--- src/rtl/psi_pkg.sv ---
// Purpose: shared constants of the printer adapter status and interrupt block
// Assumes: 20 MHz ref_clk, 32-bit AXI4-Lite register bus
// Notes:   every offset, bit position and timing count lives here
package psi_pkg;

	// clock and timing, times in ns, cycles derived (least times round up)
	localparam int CLK_PERIOD_NS = 50;
	localparam int STROBE_NS     = 500;   // data strobe width to printer
	localparam int BUSY_HOLD_NS  = 1000;  // least busy time after a transfer
	localparam int CLEAR_NS      = 2500;  // line buffer clear pulse width
	localparam int STROBE_CYC    =
		(STROBE_NS + CLK_PERIOD_NS - 1) / CLK_PERIOD_NS;
	localparam int BUSY_HOLD_CYC =
		(BUSY_HOLD_NS + CLK_PERIOD_NS - 1) / CLK_PERIOD_NS;
	localparam int CLEAR_CYC     =
		(CLEAR_NS + CLK_PERIOD_NS - 1) / CLK_PERIOD_NS;

	// register map, byte addresses
	localparam int ADDR_W = 8;
	localparam logic [ADDR_W-1:0] REG_DATA    = 8'h00; // output transfer
	localparam logic [ADDR_W-1:0] REG_CMD     = 8'h04; // command strobes
	localparam logic [ADDR_W-1:0] REG_FLAGS   = 8'h08; // flag_input_read
	localparam logic [ADDR_W-1:0] REG_CTRL    = 8'h0C; // global irq enable
	localparam logic [ADDR_W-1:0] REG_IRQ_STS = 8'h10; // sticky events
	localparam logic [ADDR_W-1:0] REG_IRQ_CLR = 8'h14; // write one to clear
	localparam logic [ADDR_W-1:0] REG_IRQ_EN  = 8'h18; // per-event enable

	// status byte layout
	localparam int FLAG_BUSY    = 0;
	localparam int FLAG_READY   = 1;
	localparam int FLAG_SELECT  = 6;
	localparam int FLAG_NOTBUSY = 7;

	// command register bits
	localparam int CMD_INIT     = 0;
	localparam int CMD_CLEAR    = 1;
	localparam int CMD_SELECT   = 2;
	localparam int CMD_DESELECT = 3;

	// control and interrupt layout
	localparam int CTRL_GIE     = 0;
	localparam int IRQ_W        = 2;
	localparam int IRQ_NOTBUSY  = 0;
	localparam int IRQ_DESEL    = 1;

	// reset values and bus answers
	localparam logic [31:0] ZERO_WORD   = 32'h0000_0000;
	localparam logic [7:0]  DATA_RESET  = 8'h00;
	localparam logic [1:0]  RESP_OKAY   = 2'h0;
	localparam logic [1:0]  RESP_SLVERR = 2'h2;

endpackage

--- src/rtl/psi_reg_if.sv ---
// Purpose: register access carrier between bus slave and adapter core
// Assumes: one write and one read at most per cycle
// Notes:   hit flags are decoded by the core, combinational
`timescale 1ns/1ps
interface psi_reg_if;
	import psi_pkg::*;
	logic              wrEn;   // one-cycle write, low byte lane valid
	logic [ADDR_W-1:0] wrAddr; // write address
	logic [31:0]       wrData; // write data
	logic              wrHit;  // write address is mapped
	logic [ADDR_W-1:0] rdAddr; // read address
	logic [31:0]       rdData; // read data for rdAddr
	logic              rdHit;  // read address is mapped

	modport slave (output wrEn, wrAddr, wrData, rdAddr,
		input wrHit, rdData, rdHit);
	modport core (input wrEn, wrAddr, wrData, rdAddr,
		output wrHit, rdData, rdHit);
endinterface

--- src/rtl/psi_pulse_timer.sv ---
// Purpose: retriggerable pulse of a fixed number of cycles
// Assumes: start and cancel never conflict; cancel wins if they do
// Notes:   active rises the cycle after start and lasts CYCLES cycles
`timescale 1ns/1ps
module psi_pulse_timer #(
	parameter int CYCLES = 10
) (
	input  wire logic ref_clk,
	input  wire logic rst,
	input  wire logic start,
	input  wire logic cancel,
	output logic      active
);
	localparam int CW = $clog2(CYCLES + 1);
	localparam logic [CW-1:0] LOAD = CW'(CYCLES);

	logic [CW-1:0] count;  // cycles left in the pulse

	// load on start, run down to zero
	always_ff @(posedge ref_clk or posedge rst) begin
		if (rst) begin
			count <= '0;
		end else if (cancel) begin
			count <= '0;
		end else if (start) begin
			count <= LOAD;
		end else if (count != '0) begin
			count <= count - CW'(1);
		end
	end

	assign active = (count != '0);
endmodule

--- src/rtl/psi_axil_slave.sv ---
// Purpose: AXI4-Lite slave front end for the adapter registers
// Assumes: address and data may arrive in either order
// Notes:   one write and one read outstanding; unmapped gives SLVERR
`timescale 1ns/1ps
module psi_axil_slave
	import psi_pkg::*;
(
	input  wire logic          ref_clk,
	input  wire logic          rst,
	input  wire logic [ADDR_W-1:0] s_axi_awaddr,
	input  wire logic          s_axi_awvalid,
	output logic               s_axi_awready,
	input  wire logic [31:0]   s_axi_wdata,
	input  wire logic [3:0]    s_axi_wstrb,
	input  wire logic          s_axi_wvalid,
	output logic               s_axi_wready,
	output logic [1:0]         s_axi_bresp,
	output logic               s_axi_bvalid,
	input  wire logic          s_axi_bready,
	input  wire logic [ADDR_W-1:0] s_axi_araddr,
	input  wire logic          s_axi_arvalid,
	output logic               s_axi_arready,
	output logic [31:0]        s_axi_rdata,
	output logic [1:0]         s_axi_rresp,
	output logic               s_axi_rvalid,
	input  wire logic          s_axi_rready,
	psi_reg_if.slave           regs
);
	logic              awHave;  // address captured
	logic              wHave;   // data captured
	logic [ADDR_W-1:0] awAddr;  // held write address
	logic [31:0]       wData;   // held write data
	logic              wLow;    // low byte lane enabled
	logic              doWrite; // both halves present

	assign s_axi_awready = !awHave && !s_axi_bvalid;
	assign s_axi_wready  = !wHave && !s_axi_bvalid;
	assign s_axi_arready = !s_axi_rvalid;
	assign doWrite       = awHave && wHave && !s_axi_bvalid;

	// a write without the low lane is answered but changes nothing
	assign regs.wrEn   = doWrite && wLow;
	assign regs.wrAddr = awAddr;
	assign regs.wrData = wData;
	assign regs.rdAddr = s_axi_araddr;

	// capture write address and data, in either order
	always_ff @(posedge ref_clk or posedge rst) begin
		if (rst) begin
			awHave <= 1'b0;
			wHave  <= 1'b0;
			awAddr <= '0;
			wData  <= ZERO_WORD;
			wLow   <= 1'b0;
		end else if (doWrite) begin
			awHave <= 1'b0;
			wHave  <= 1'b0;
		end else begin
			if (s_axi_awvalid && s_axi_awready) begin
				awHave <= 1'b1;
				awAddr <= s_axi_awaddr;
			end
			if (s_axi_wvalid && s_axi_wready) begin
				wHave <= 1'b1;
				wData <= s_axi_wdata;
				wLow  <= s_axi_wstrb[0];
			end
		end
	end

	// write response one cycle after both halves are held
	always_ff @(posedge ref_clk or posedge rst) begin
		if (rst) begin
			s_axi_bvalid <= 1'b0;
			s_axi_bresp  <= RESP_OKAY;
		end else if (doWrite) begin
			s_axi_bvalid <= 1'b1;
			s_axi_bresp  <= regs.wrHit ? RESP_OKAY : RESP_SLVERR;
		end else if (s_axi_bready) begin
			s_axi_bvalid <= 1'b0;
		end
	end

	// read data registered at the edge that takes the address
	always_ff @(posedge ref_clk or posedge rst) begin
		if (rst) begin
			s_axi_rvalid <= 1'b0;
			s_axi_rdata  <= ZERO_WORD;
			s_axi_rresp  <= RESP_OKAY;
		end else if (s_axi_arvalid && s_axi_arready) begin
			s_axi_rvalid <= 1'b1;
			s_axi_rdata  <= regs.rdData;
			s_axi_rresp  <= regs.rdHit ? RESP_OKAY : RESP_SLVERR;
		end else if (s_axi_rready) begin
			s_axi_rvalid <= 1'b0;
		end
	end
endmodule

--- src/rtl/psi_top.sv ---
// Purpose: printer adapter core: status flags, commands, interrupt
// Assumes: printer pins synchronous to ref_clk; prnAck is a pulse
// Notes:   registers reached over AXI4-Lite through psi_axil_slave
//
// Overview of operation
// - busy flag bit 0 falls after hold
// - device clear empties printer line buffer
// - initialise also empties printer line buffer
// - deselect command deselects, shown in bit 6
// - select command selects, shown in bit 6
// - deselect during transfer drops not-busy bit 7
// - interrupt when not-busy, admitted and enabled
// - no interrupt when not-busy low or disabled; an enabled deselect event still raises irq with not-busy low
// - transfer clears not-busy; acceptance sets it
// - initialise or device clear sets not-busy
// - status bit 1 shows printer ready
//
// Our own choices: the AXI4-Lite interface to the registers and the placing of the registers.
`timescale 1ns/1ps
module psi_top
	import psi_pkg::*;
#(
	parameter int STROBE_CYCLES = STROBE_CYC,    // strobe width
	parameter int BUSY_CYCLES   = BUSY_HOLD_CYC, // least busy time
	parameter int CLEAR_CYCLES  = CLEAR_CYC      // buffer clear pulse
) (
	input  wire logic              ref_clk,
	input  wire logic              rst,
	input  wire logic [ADDR_W-1:0] s_axi_awaddr,
	input  wire logic              s_axi_awvalid,
	output logic                   s_axi_awready,
	input  wire logic [31:0]       s_axi_wdata,
	input  wire logic [3:0]        s_axi_wstrb,
	input  wire logic              s_axi_wvalid,
	output logic                   s_axi_wready,
	output logic [1:0]             s_axi_bresp,
	output logic                   s_axi_bvalid,
	input  wire logic              s_axi_bready,
	input  wire logic [ADDR_W-1:0] s_axi_araddr,
	input  wire logic              s_axi_arvalid,
	output logic                   s_axi_arready,
	output logic [31:0]            s_axi_rdata,
	output logic [1:0]             s_axi_rresp,
	output logic                   s_axi_rvalid,
	input  wire logic              s_axi_rready,
	output logic [7:0]             prnData,
	output logic                   prnStrobe,
	output logic                   prnClearBuf,
	output logic                   prnSelectReq,
	input  wire logic              prnBusy,
	input  wire logic              prnReady,
	input  wire logic              prnSelected,
	input  wire logic              prnAck,
	output logic                   irq
);
	// transfer sequencer states, one-hot
	typedef enum logic [2:0] {
		XF_IDLE   = 3'b001, // no transfer under way
		XF_STROBE = 3'b010, // strobe driven to the printer
		XF_WAIT   = 3'b100  // waiting for the printer to accept
	} psi_xfer_e;

	psi_reg_if regs ();

	psi_xfer_e      xferState;  // sequencer state
	psi_xfer_e      next_xferState;
	logic           notBusy;    // not-busy flag, status bit 7
	logic           gie;        // global interrupt enable
	logic [IRQ_W-1:0] irqSts;   // sticky interrupt events
	logic [IRQ_W-1:0] irqEn;    // per-event enables
	logic [IRQ_W-1:0] irqEvt;   // events raised this cycle
	logic [IRQ_W-1:0] irqClr;   // clear requests this cycle
	logic [IRQ_W-1:0] irqGate;  // level conditions per event
	logic [7:0]     flagByte;   // status byte for flag_input_read
	logic           busyHold;   // adapter busy hold running
	logic           strobeOn;   // strobe timer running
	logic           wrData;     // output transfer write
	logic           wrCmd;      // command register write
	logic           dataStart;  // transfer accepted
	logic           cmdInit;    // initialise command
	logic           cmdClear;   // device_clear_command
	logic           cmdSelect;  // select command
	logic           cmdDesel;   // deselect command
	logic           bufReset;   // either buffer-emptying command
	logic           ackEvt;     // printer accepted the character
	logic           inXfer;     // a transfer is under way

	// bus front end
	psi_axil_slave u_slave (
		.ref_clk       (ref_clk),
		.rst           (rst),
		.s_axi_awaddr  (s_axi_awaddr),
		.s_axi_awvalid (s_axi_awvalid),
		.s_axi_awready (s_axi_awready),
		.s_axi_wdata   (s_axi_wdata),
		.s_axi_wstrb   (s_axi_wstrb),
		.s_axi_wvalid  (s_axi_wvalid),
		.s_axi_wready  (s_axi_wready),
		.s_axi_bresp   (s_axi_bresp),
		.s_axi_bvalid  (s_axi_bvalid),
		.s_axi_bready  (s_axi_bready),
		.s_axi_araddr  (s_axi_araddr),
		.s_axi_arvalid (s_axi_arvalid),
		.s_axi_arready (s_axi_arready),
		.s_axi_rdata   (s_axi_rdata),
		.s_axi_rresp   (s_axi_rresp),
		.s_axi_rvalid  (s_axi_rvalid),
		.s_axi_rready  (s_axi_rready),
		.regs          (regs.slave)
	);

	// write decode; commands act only on the low byte lane
	assign wrData    = regs.wrEn && (regs.wrAddr == REG_DATA);
	assign wrCmd     = regs.wrEn && (regs.wrAddr == REG_CMD);
	assign cmdInit   = wrCmd && regs.wrData[CMD_INIT];
	assign cmdClear  = wrCmd && regs.wrData[CMD_CLEAR];
	assign cmdSelect = wrCmd && regs.wrData[CMD_SELECT];
	assign cmdDesel  = wrCmd && regs.wrData[CMD_DESELECT];
	assign bufReset  = cmdInit || cmdClear;
	assign inXfer    = (xferState != XF_IDLE);
	// a data write during a transfer is ignored, never queued
	assign dataStart = wrData && !inXfer && !bufReset;
	assign ackEvt    = (xferState == XF_WAIT) && prnAck;

	// mapped addresses
	always_comb begin
		unique case (regs.wrAddr)
			REG_DATA, REG_CMD, REG_FLAGS, REG_CTRL,
			REG_IRQ_STS, REG_IRQ_CLR, REG_IRQ_EN: regs.wrHit = 1'b1;
			default: regs.wrHit = 1'b0;
		endcase
	end

	// strobe width to the printer
	psi_pulse_timer #(.CYCLES(STROBE_CYCLES)) u_strobe (
		.ref_clk (ref_clk),
		.rst     (rst),
		.start   (dataStart),
		.cancel  (bufReset || cmdDesel),
		.active  (strobeOn)
	);

	// adapter busy hold; busy ends after it unless printer stays busy
	psi_pulse_timer #(.CYCLES(BUSY_CYCLES)) u_busy (
		.ref_clk (ref_clk),
		.rst     (rst),
		.start   (dataStart),
		.cancel  (bufReset),
		.active  (busyHold)
	);

	// line buffer clear pulse toward the printer
	psi_pulse_timer #(.CYCLES(CLEAR_CYCLES)) u_clear (
		.ref_clk (ref_clk),
		.rst     (rst),
		.start   (bufReset),
		.cancel  (1'b0),
		.active  (prnClearBuf)
	);

	// sequencer next state; buffer clear and deselect abort a transfer
	always_comb begin
		next_xferState = xferState;
		unique case (xferState)
			XF_IDLE: begin
				if (dataStart) begin
					next_xferState = XF_STROBE;
				end
			end
			XF_STROBE: begin
				// strobe timer already runs in the cycle of entry
				if (!strobeOn) begin
					next_xferState = XF_WAIT;
				end
			end
			XF_WAIT: begin
				if (prnAck) begin
					next_xferState = XF_IDLE;
				end
			end
			default: next_xferState = XF_IDLE;
		endcase
		if (bufReset || cmdDesel) begin
			next_xferState = XF_IDLE;
		end
	end

	// sequencer state register
	always_ff @(posedge ref_clk or posedge rst) begin
		if (rst) begin
			xferState <= XF_IDLE;
		end else begin
			xferState <= next_xferState;
		end
	end

	// strobe comes straight from the state flop, glitch free
	assign prnStrobe = xferState[1];

	// character latched at transfer start, held for the printer
	always_ff @(posedge ref_clk or posedge rst) begin
		if (rst) begin
			prnData <= DATA_RESET;
		end else if (dataStart) begin
			prnData <= regs.wrData[7:0];
		end
	end

	// not-busy flag; setting wins over a same-cycle clearing
	always_ff @(posedge ref_clk or posedge rst) begin
		if (rst) begin
			notBusy <= 1'b1;
		end else if (bufReset) begin
			notBusy <= 1'b1;
		end else if (ackEvt) begin
			notBusy <= 1'b1;
		end else if (dataStart) begin
			notBusy <= 1'b0;
		end else if (cmdDesel && inXfer) begin
			notBusy <= 1'b0;
		end
	end

	// select request level toward the printer
	always_ff @(posedge ref_clk or posedge rst) begin
		if (rst) begin
			prnSelectReq <= 1'b0;
		end else if (cmdDesel) begin
			prnSelectReq <= 1'b0;
		end else if (cmdSelect) begin
			prnSelectReq <= 1'b1;
		end
	end

	// status byte; the printer's own select answer is what is shown
	always_comb begin
		flagByte               = 8'h00;
		flagByte[FLAG_BUSY]    = busyHold || prnBusy;
		flagByte[FLAG_READY]   = prnReady;
		flagByte[FLAG_SELECT]  = prnSelected;
		flagByte[FLAG_NOTBUSY] = notBusy;
	end

	// global enable and per-event enables
	always_ff @(posedge ref_clk or posedge rst) begin
		if (rst) begin
			gie   <= 1'b0;
			irqEn <= '0;
		end else if (regs.wrEn) begin
			if (regs.wrAddr == REG_CTRL) begin
				gie <= regs.wrData[CTRL_GIE];
			end
			if (regs.wrAddr == REG_IRQ_EN) begin
				irqEn <= regs.wrData[IRQ_W-1:0];
			end
		end
	end

	// events: not-busy rising, and a deselect command
	always_comb begin
		irqEvt              = '0;
		irqEvt[IRQ_NOTBUSY] = !notBusy && (bufReset || ackEvt);
		irqEvt[IRQ_DESEL]   = cmdDesel;
		irqClr              = '0;
		if (regs.wrEn && (regs.wrAddr == REG_IRQ_CLR)) begin
			irqClr = regs.wrData[IRQ_W-1:0];
		end
		// not-busy event only counts while the flag is still high
		irqGate              = '1;
		irqGate[IRQ_NOTBUSY] = notBusy;
	end

	// sticky status; a new event beats a clear in the same cycle
	always_ff @(posedge ref_clk or posedge rst) begin
		if (rst) begin
			irqSts <= '0;
		end else begin
			irqSts <= (irqSts & ~irqClr) | irqEvt;
		end
	end

	// level interrupt: enabled, admitted, and condition still true
	assign irq = gie && |(irqSts & irqEn & irqGate);

	// read mux; write-only clear register and unused bits read zero
	always_comb begin
		regs.rdData = ZERO_WORD;
		regs.rdHit  = 1'b1;
		unique case (regs.rdAddr)
			REG_DATA:    regs.rdData[7:0] = prnData;
			REG_CMD:     regs.rdData[CMD_SELECT] = prnSelectReq;
			REG_FLAGS:   regs.rdData[7:0] = flagByte;
			REG_CTRL:    regs.rdData[CTRL_GIE] = gie;
			REG_IRQ_STS: regs.rdData[IRQ_W-1:0] = irqSts;
			REG_IRQ_CLR: regs.rdData = ZERO_WORD;
			REG_IRQ_EN:  regs.rdData[IRQ_W-1:0] = irqEn;
			default:     regs.rdHit = 1'b0;
		endcase
	end
endmodule

--- config.mk ---
export PLATFORM = sky130hd
export DESIGN_NAME = psi_top
export DESIGN_NICKNAME = d
export VERILOG_FILES = /design/src/rtl/psi_pkg.sv /design/src/rtl/psi_reg_if.sv /design/src/rtl/psi_pulse_timer.sv /design/src/rtl/psi_axil_slave.sv /design/src/rtl/psi_top.sv
export SDC_FILE = /design/constraint.sdc
export NUM_CORES = 1
export LEC_CHECK = 0
export ABC_CLOCK_PERIOD_IN_PS = 3500
export BUFFER_PORTS_ARGS = -buffer_cell sky130_fd_sc_hd__buf_4
export CAP_MARGIN = 20
export CORE_ASPECT_RATIO = 2
export CORE_MARGIN = 2
export CORE_UTILIZATION = 49
export CTS_BUF_LIST = sky130_fd_sc_hd__clkbuf_4 sky130_fd_sc_hd__clkbuf_8 sky130_fd_sc_hd__clkbuf_16
export CTS_CLUSTER_DIAMETER = 200
export CTS_CLUSTER_SIZE = 14
export DETAILED_ROUTE_END_ITERATION = 10
export GPL_TIMING_DRIVEN = 0
export PLACE_DENSITY = 0.74
export SKIP_CTS_REPAIR_TIMING = 1
export SYNTH_ARGS = -nofsm -noshare
export SYNTH_HDL_FRONTEND = slang
export SYNTH_HIERARCHICAL = 1
export SYNTH_SLANG_ARGS = --single-unit
--- constraint.sdc ---
create_clock -name ref_clk -period 3.5 [get_ports ref_clk]
set_clock_uncertainty 0.2 [all_clocks]
set_input_delay 0.35 -clock ref_clk [delete_from_list [all_inputs] [get_ports ref_clk]]
set_output_delay 0.35 -clock ref_clk [all_outputs]
set_load 0.005 [all_outputs]
; ---- Yosys cells after proc, flatten, opt, wreduce, memory -nomap -nowiden
; Index checks and enable logic that the tools add are counted.
[word_totals]
ff_bits = 66
input_bits = 63
[classes]
add_sub_neg = 3
n_eq_ne = 19
n_mux = 36
n_bitwise = 6
reduce_logical = 54
[ops]
columns = cell, count
row1 = $eq 8x5->1 const B, 6
row2 = $eq 8x4->1 const B, 4
row3 = $logic_and 1x1->1, 21
row4 = $eq 8x3->1 const B, 2
row5 = $logic_not 8->1, 2
row6 = $mux 1, 16
row7 = $mux 5, 3
row8 = $reduce_or 7->1, 2
row9 = $mux 3, 4
row10 = $mux 4, 3
row11 = $mux 6, 2
row12 = $reduce_bool 2->1, 6
row13 = $pmux 5 s2, 1
row14 = $ne 3x2->1 const B, 3
row15 = $pmux 3 s3, 1
row16 = $reduce_and 2->1, 4
row17 = $reduce_bool 4->1, 2
row18 = $logic_not 1->1, 7
row19 = $and 2x2->2, 3
row20 = $mux 2, 3
row21 = $reduce_bool 3->1, 2
row22 = $reduce_bool 6->1, 1
row23 = $sub 6x1->6 const B, 1
row24 = $pmux 1 s5, 1
row25 = 15 further kinds, 18

; ---- Depth between registers and ports, before layout
[depth]
ltp_word = 11
ltp_mapped = 9
depth_no_buf = 8

; ---- Modules after synthesis
; The synthesis kept the hierarchy.
[by_module_without_submodules]
columns = module, instances, cells_per_inst, area_per_inst_um2, seq_area_each_um2
row1 = psi_axil_slave, 1, 192, 3088.0, 1976.9
row2 = psi_top, 1, 104, 1128.6, 452.9
row3 = psi_pulse_timer (u_clear), 1, 41, 360.3, 150.1
row4 = psi_pulse_timer (u_busy), 1, 27, 274.0, 125.1
row5 = psi_pulse_timer (u_strobe), 1, 22, 212.7, 100.1

; ---- Worst setup path after synthesis
; Ideal clock, no wire load.
[synth_timing]
path_kind = flip-flop to flip-flop
from = register u_slave.s_axi_bvalid
to = register u_clear.count[1]
setup_ps = 99
arrival_time_ps = 2456
required_ps = 3201
path_slack_ps = 745
path_stages_with_launch = 10
path_buffers = 1
synth_period_minus_slack_ps = 2755
cell_sequence = dfrtp_1 buf_6 nand3b_1 nor2_1 or4b_4 nand2b_4 nor3b_1 inv_1 a31o_2 a311oi_1
[synth_between]
elab_chain_len = 7
word_cells_on_any_way = 9
[synth_lines]
columns = element, line_no
row1 = from (decl), psi_axil_slave.sv:18  ; output logic s_axi_bvalid,
row2 = from (signal assigned), psi_axil_slave.sv:74  ; s_axi_bvalid <= 1'b0;
row3 = from (signal assigned), psi_axil_slave.sv:77  ; s_axi_bvalid <= 1'b1;
row4 = from (signal assigned), psi_axil_slave.sv:80  ; s_axi_bvalid <= 1'b0;
row5 = $logic_not 1->1 (*), psi_axil_slave.sv:39  ; assign doWrite = awHave && wHave && !s_axi_bvalid;
row6 = $logic_and 1x1->1 (*), psi_axil_slave.sv:39
row7 = $logic_and 1x1->1 (*), psi_axil_slave.sv:42  ; assign regs.wrEn = doWrite && wLow;
row8 = net regs.wrEn, psi_reg_if.sv:7  ; logic wrEn;
row9 = $logic_and 1x1->1 (*), psi_top.sv:114  ; assign wrCmd = regs.wrEn && (regs.wrAddr == REG_CMD);
row10 = $logic_and 1x1->1 (on tied branches), "psi_top.sv:115, psi_top.sv:116"
row11 = $logic_or 1x1->1 (*), psi_top.sv:119  ; assign bufReset = cmdInit || cmdClear;
row12 = net bufReset, psi_top.sv:84  ; logic bufReset;
row13 = $mux 6 / $reduce_bool 2->1 (equally long branches), -
row14 = to (signal assigned), psi_pulse_timer.sv:28  ; count <= count - CW'(1);
row15 = to (decl), psi_pulse_timer.sv:17  ; logic [CW-1:0] count;
; The timed path passes the listed nets; every way through them passes the cells marked *.
; A chain may end at the register's enable or synchronous reset.

; ---- Worst setup path after layout
; Same ends and word-level chain as after synthesis.

==> metrics.txt <==
# TYPE chip_impl_metric gauge
chip_impl_metric{name="die_y",unit="um"} 134.5
chip_impl_metric{name="avgViaCountPerCell",unit=""} 5.222
chip_impl_metric{name="core_area",unit="mm2"} 0.008292
chip_impl_metric{name="n_fill_cell",unit=""} 674
chip_impl_metric{name="hpwl",unit="mm"} 6.741
chip_impl_metric{name="layout.cell_area.non_filler",unit="mm2"} 0.005308
chip_impl_metric{name="drv.max_cap_violation_count",unit=""} 0
chip_impl_metric{name="floorplan.initialDensity",unit="%"} 50.29
chip_impl_metric{name="final_hold_viol_count",unit=""} 2
chip_impl_info{name="endpoint_kind",value="register"} 1
chip_impl_metric{name="layout-drive-gt1-share",unit="%"} 42.83
chip_impl_metric{name="synth.avg_cell_area",unit="um2"} 12.41
chip_impl_info{name="rsz0062_at_grt",value="no"} 1
chip_impl_metric{name="detailed_route_wl",unit="mm"} 8.661
chip_impl_metric{name="fin_crit",unit="ps"} 3222
chip_impl_metric{name="cts.sink_count",unit=""} 88
chip_impl_metric{name="area_delta_synth_final",unit="%"} 27.27
chip_impl_metric{name="cts_buffer_depth",unit=""} 2
chip_impl_info{name="crit_path_start_kind",value="register"} 1
chip_impl_metric{name="first_global_vias",unit=""} 2999
chip_impl_metric{name="placed_area",unit="mm2"} 0.005004
chip_impl_metric{name="power.density",unit="mW/mm2"} 678.7
chip_impl_metric{name="ctsHtreeMaxLevel",unit=""} 3
chip_impl_metric{name="worst_ep_arrival_time",unit="ps"} 3260
chip_impl_metric{name="hold_ws",unit="ps"} -16.36
chip_impl_metric{name="setup_viol_count_final",unit=""} 0
chip_impl_info{name="leading_cell_type_in_the_layout_fill_and_taps_excluded",value="buf_4"} 1
chip_impl_metric{name="grt_start_max_net_pins",unit=""} 34
chip_impl_metric{name="worstPathRequired",unit="ps"} 3540
chip_impl_metric{name="worst_slew_pin_slew",unit="ps"} 785.4
chip_impl_metric{name="top_level_ports",unit=""} 116
chip_impl_metric{name="synth-warning-count",unit=""} 6
chip_impl_metric{name="slew_viol_final",unit=""} 0
chip_impl_metric{name="max_freq",unit="MHz"} 310.4
chip_impl_metric{name="fin_crit_sh",unit="%"} 92.05
chip_impl_info{name="critical_path_class",value="register to register"} 1
chip_impl_metric{name="track_usage",unit="%"} 19.56
chip_impl_metric{name="power_leakage",unit="nW"} 2.547
chip_impl_metric{name="setup_total_negative_slack",unit="ps"} 0
chip_impl_metric{name="count_of_nets_left_with_antenna_violations_after_detail_routing",unit=""} 0
chip_impl_info{name="cts_tree",value="built"} 1
chip_impl_metric{name="number_of_cts_inserted_buffers",unit=""} 9
chip_impl_info{name="clk_root_buffer_cell",value="clkbuf_16"} 1
chip_impl_metric{name="synth.cell_area",unit="mm2"} 0.004170
chip_impl_metric{name="syn_inst",unit=""} 336
chip_impl_info{name="timing.hold.worst.class",value="input pin to register"} 1
chip_impl_metric{name="grt_pass1_wl",unit="mm"} 14.28
chip_impl_metric{name="max-vdd-ir-drop",unit="V"} 0.0004440
chip_impl_metric{name="die_width",unit="um"} 69.24
chip_impl_metric{name="relSlewSlack",unit="%"} 47.53
chip_impl_metric{name="clk_transition_reported_paths",unit="ps"} 60
chip_impl_metric{name="number_of_antenna_violations_at_the_first_check_in_global_routing",unit=""} 0
chip_impl_metric{name="drt-wirelength-per-cell",unit="um"} 15.52
chip_impl_metric{name="weighted_congestion_at_the_end_of_routability_driven_global_placement",unit=""} 0.7282
chip_impl_info{name="mostFrequentLayoutCells",value="88 x buf_4, 86 x dfrtp_1, 55 x mux2_2, 30 x conb_1, 21 x inv_1"} 1
chip_impl_metric{name="nNetsFinal",unit=""} 522
chip_impl_metric{name="clock_insertion_delay_worst_skew",unit="ps"} 340
chip_impl_metric{name="die_area",unit="mm2"} 0.009310
chip_impl_metric{name="port_buffers",unit=""} 78
chip_impl_metric{name="row_count",unit=""} 47
chip_impl_metric{name="drt_iter0_drc",unit=""} 110
chip_impl_info{name="result_of_the_run",value="finished, violations left"} 1
chip_impl_info{name="failed_checks",value="negative hold slack"} 1
chip_impl_metric{name="globalRouteOverflowTotal",unit=""} 0
chip_impl_metric{name="drc_errors",unit=""} 0
chip_impl_metric{name="num_antenna_cells",unit=""} 0
chip_impl_metric{name="vias",unit=""} 2914
chip_impl_metric{name="router_iterations_before_antenna_repair",unit=""} 4
chip_impl_metric{name="critical_path.max_fanout",unit=""} 8
-- critical path, stage by stage (launching register included) --
cell and delay [ps]:
dfrtp_1 390, buf_6 150, nand3b_1 230, nor2_1 130, or4b_4 530, nand2b_4 170, nor3b_1 660, inv_1 220
a31o_2 250, a311oi_1 190
-- path summary, 6_finish.rpt --
check	startpoint	to	slack [ps]	cells past startpoint
worst min register to register	u_slave/s_axi_rdata[9]	u_slave/s_axi_rdata[9]	310	1
worst max-delay path	u_slave/s_axi_bvalid	u_clear/count[1]	280	9
worst min-delay path	s_axi_bready	u_slave/s_axi_bvalid	-20	2
min in group asynchronous	rst	u_strobe/count[0]	300	3
worst max register to register	u_slave/s_axi_bvalid	u_clear/count[1]	280	9
max in group asynchronous	rst	u_slave/s_axi_rdata[8]	2080	4
-- through the flow --
step	utilization [%]	hold WS [ps]	worst slack [ps]	cells	total power, mW
finish	64.01	-16.36	278.3	558	3.602
detailed placement	60.34	89.46	234.5	541	2.715
global placement	60.10	84.24	252.1	540	2.640
global route	64.01	4.482	32.20	558	3.843
floorplan	-	-83.92	744.7	364	2.297
CTS	63.89	-272.1	207.0	557	3.646
-- cell type report --
type / count / area, um2 / area share (%)
flip-flops and latches: 88 / 2205 / 41.54
multi-input cells: 231 / 1827 / 34.42
plain buffers: 23 / 161.4 / 3.041
clock inverters: 5 / 41.29 / 0.7779
clock buffers: 11 / 252.7 / 4.762
inverters: 22 / 82.58 / 1.556
well taps: 98 / 122.6 / 2.310
repair buffers: 80 / 615.6 / 11.60
-- flip-flops by register name (all words and copies together) (netlist names), 2 cells and up --
signal and count:
u_slave/regs.wrAddr 8, u_clear/count 6, u_busy/count 5, prnData 8
xferState 3, u_strobe/count 4, irqEn 2, u_slave/regs.wrData 8
irqSts 2, u_slave/s_axi_rdata 32
-- layer usage --
layer	GRT usage, %	vias up	wire [um]
met5	0	-	0
met2	37.07	81	5091
li1	-	1393	-
met4	9.804	0	239
met3	4.179	16	370
met1	19.72	1424	2960
-- report_power, final --
group          internal (mW)  switching (mW)  total (mW)
Combinational          0.631           0.470        1.10
Clock                  0.523           0.394       0.916
Sequential              1.31           0.273        1.58
Power figures use the tool's default switching activity.
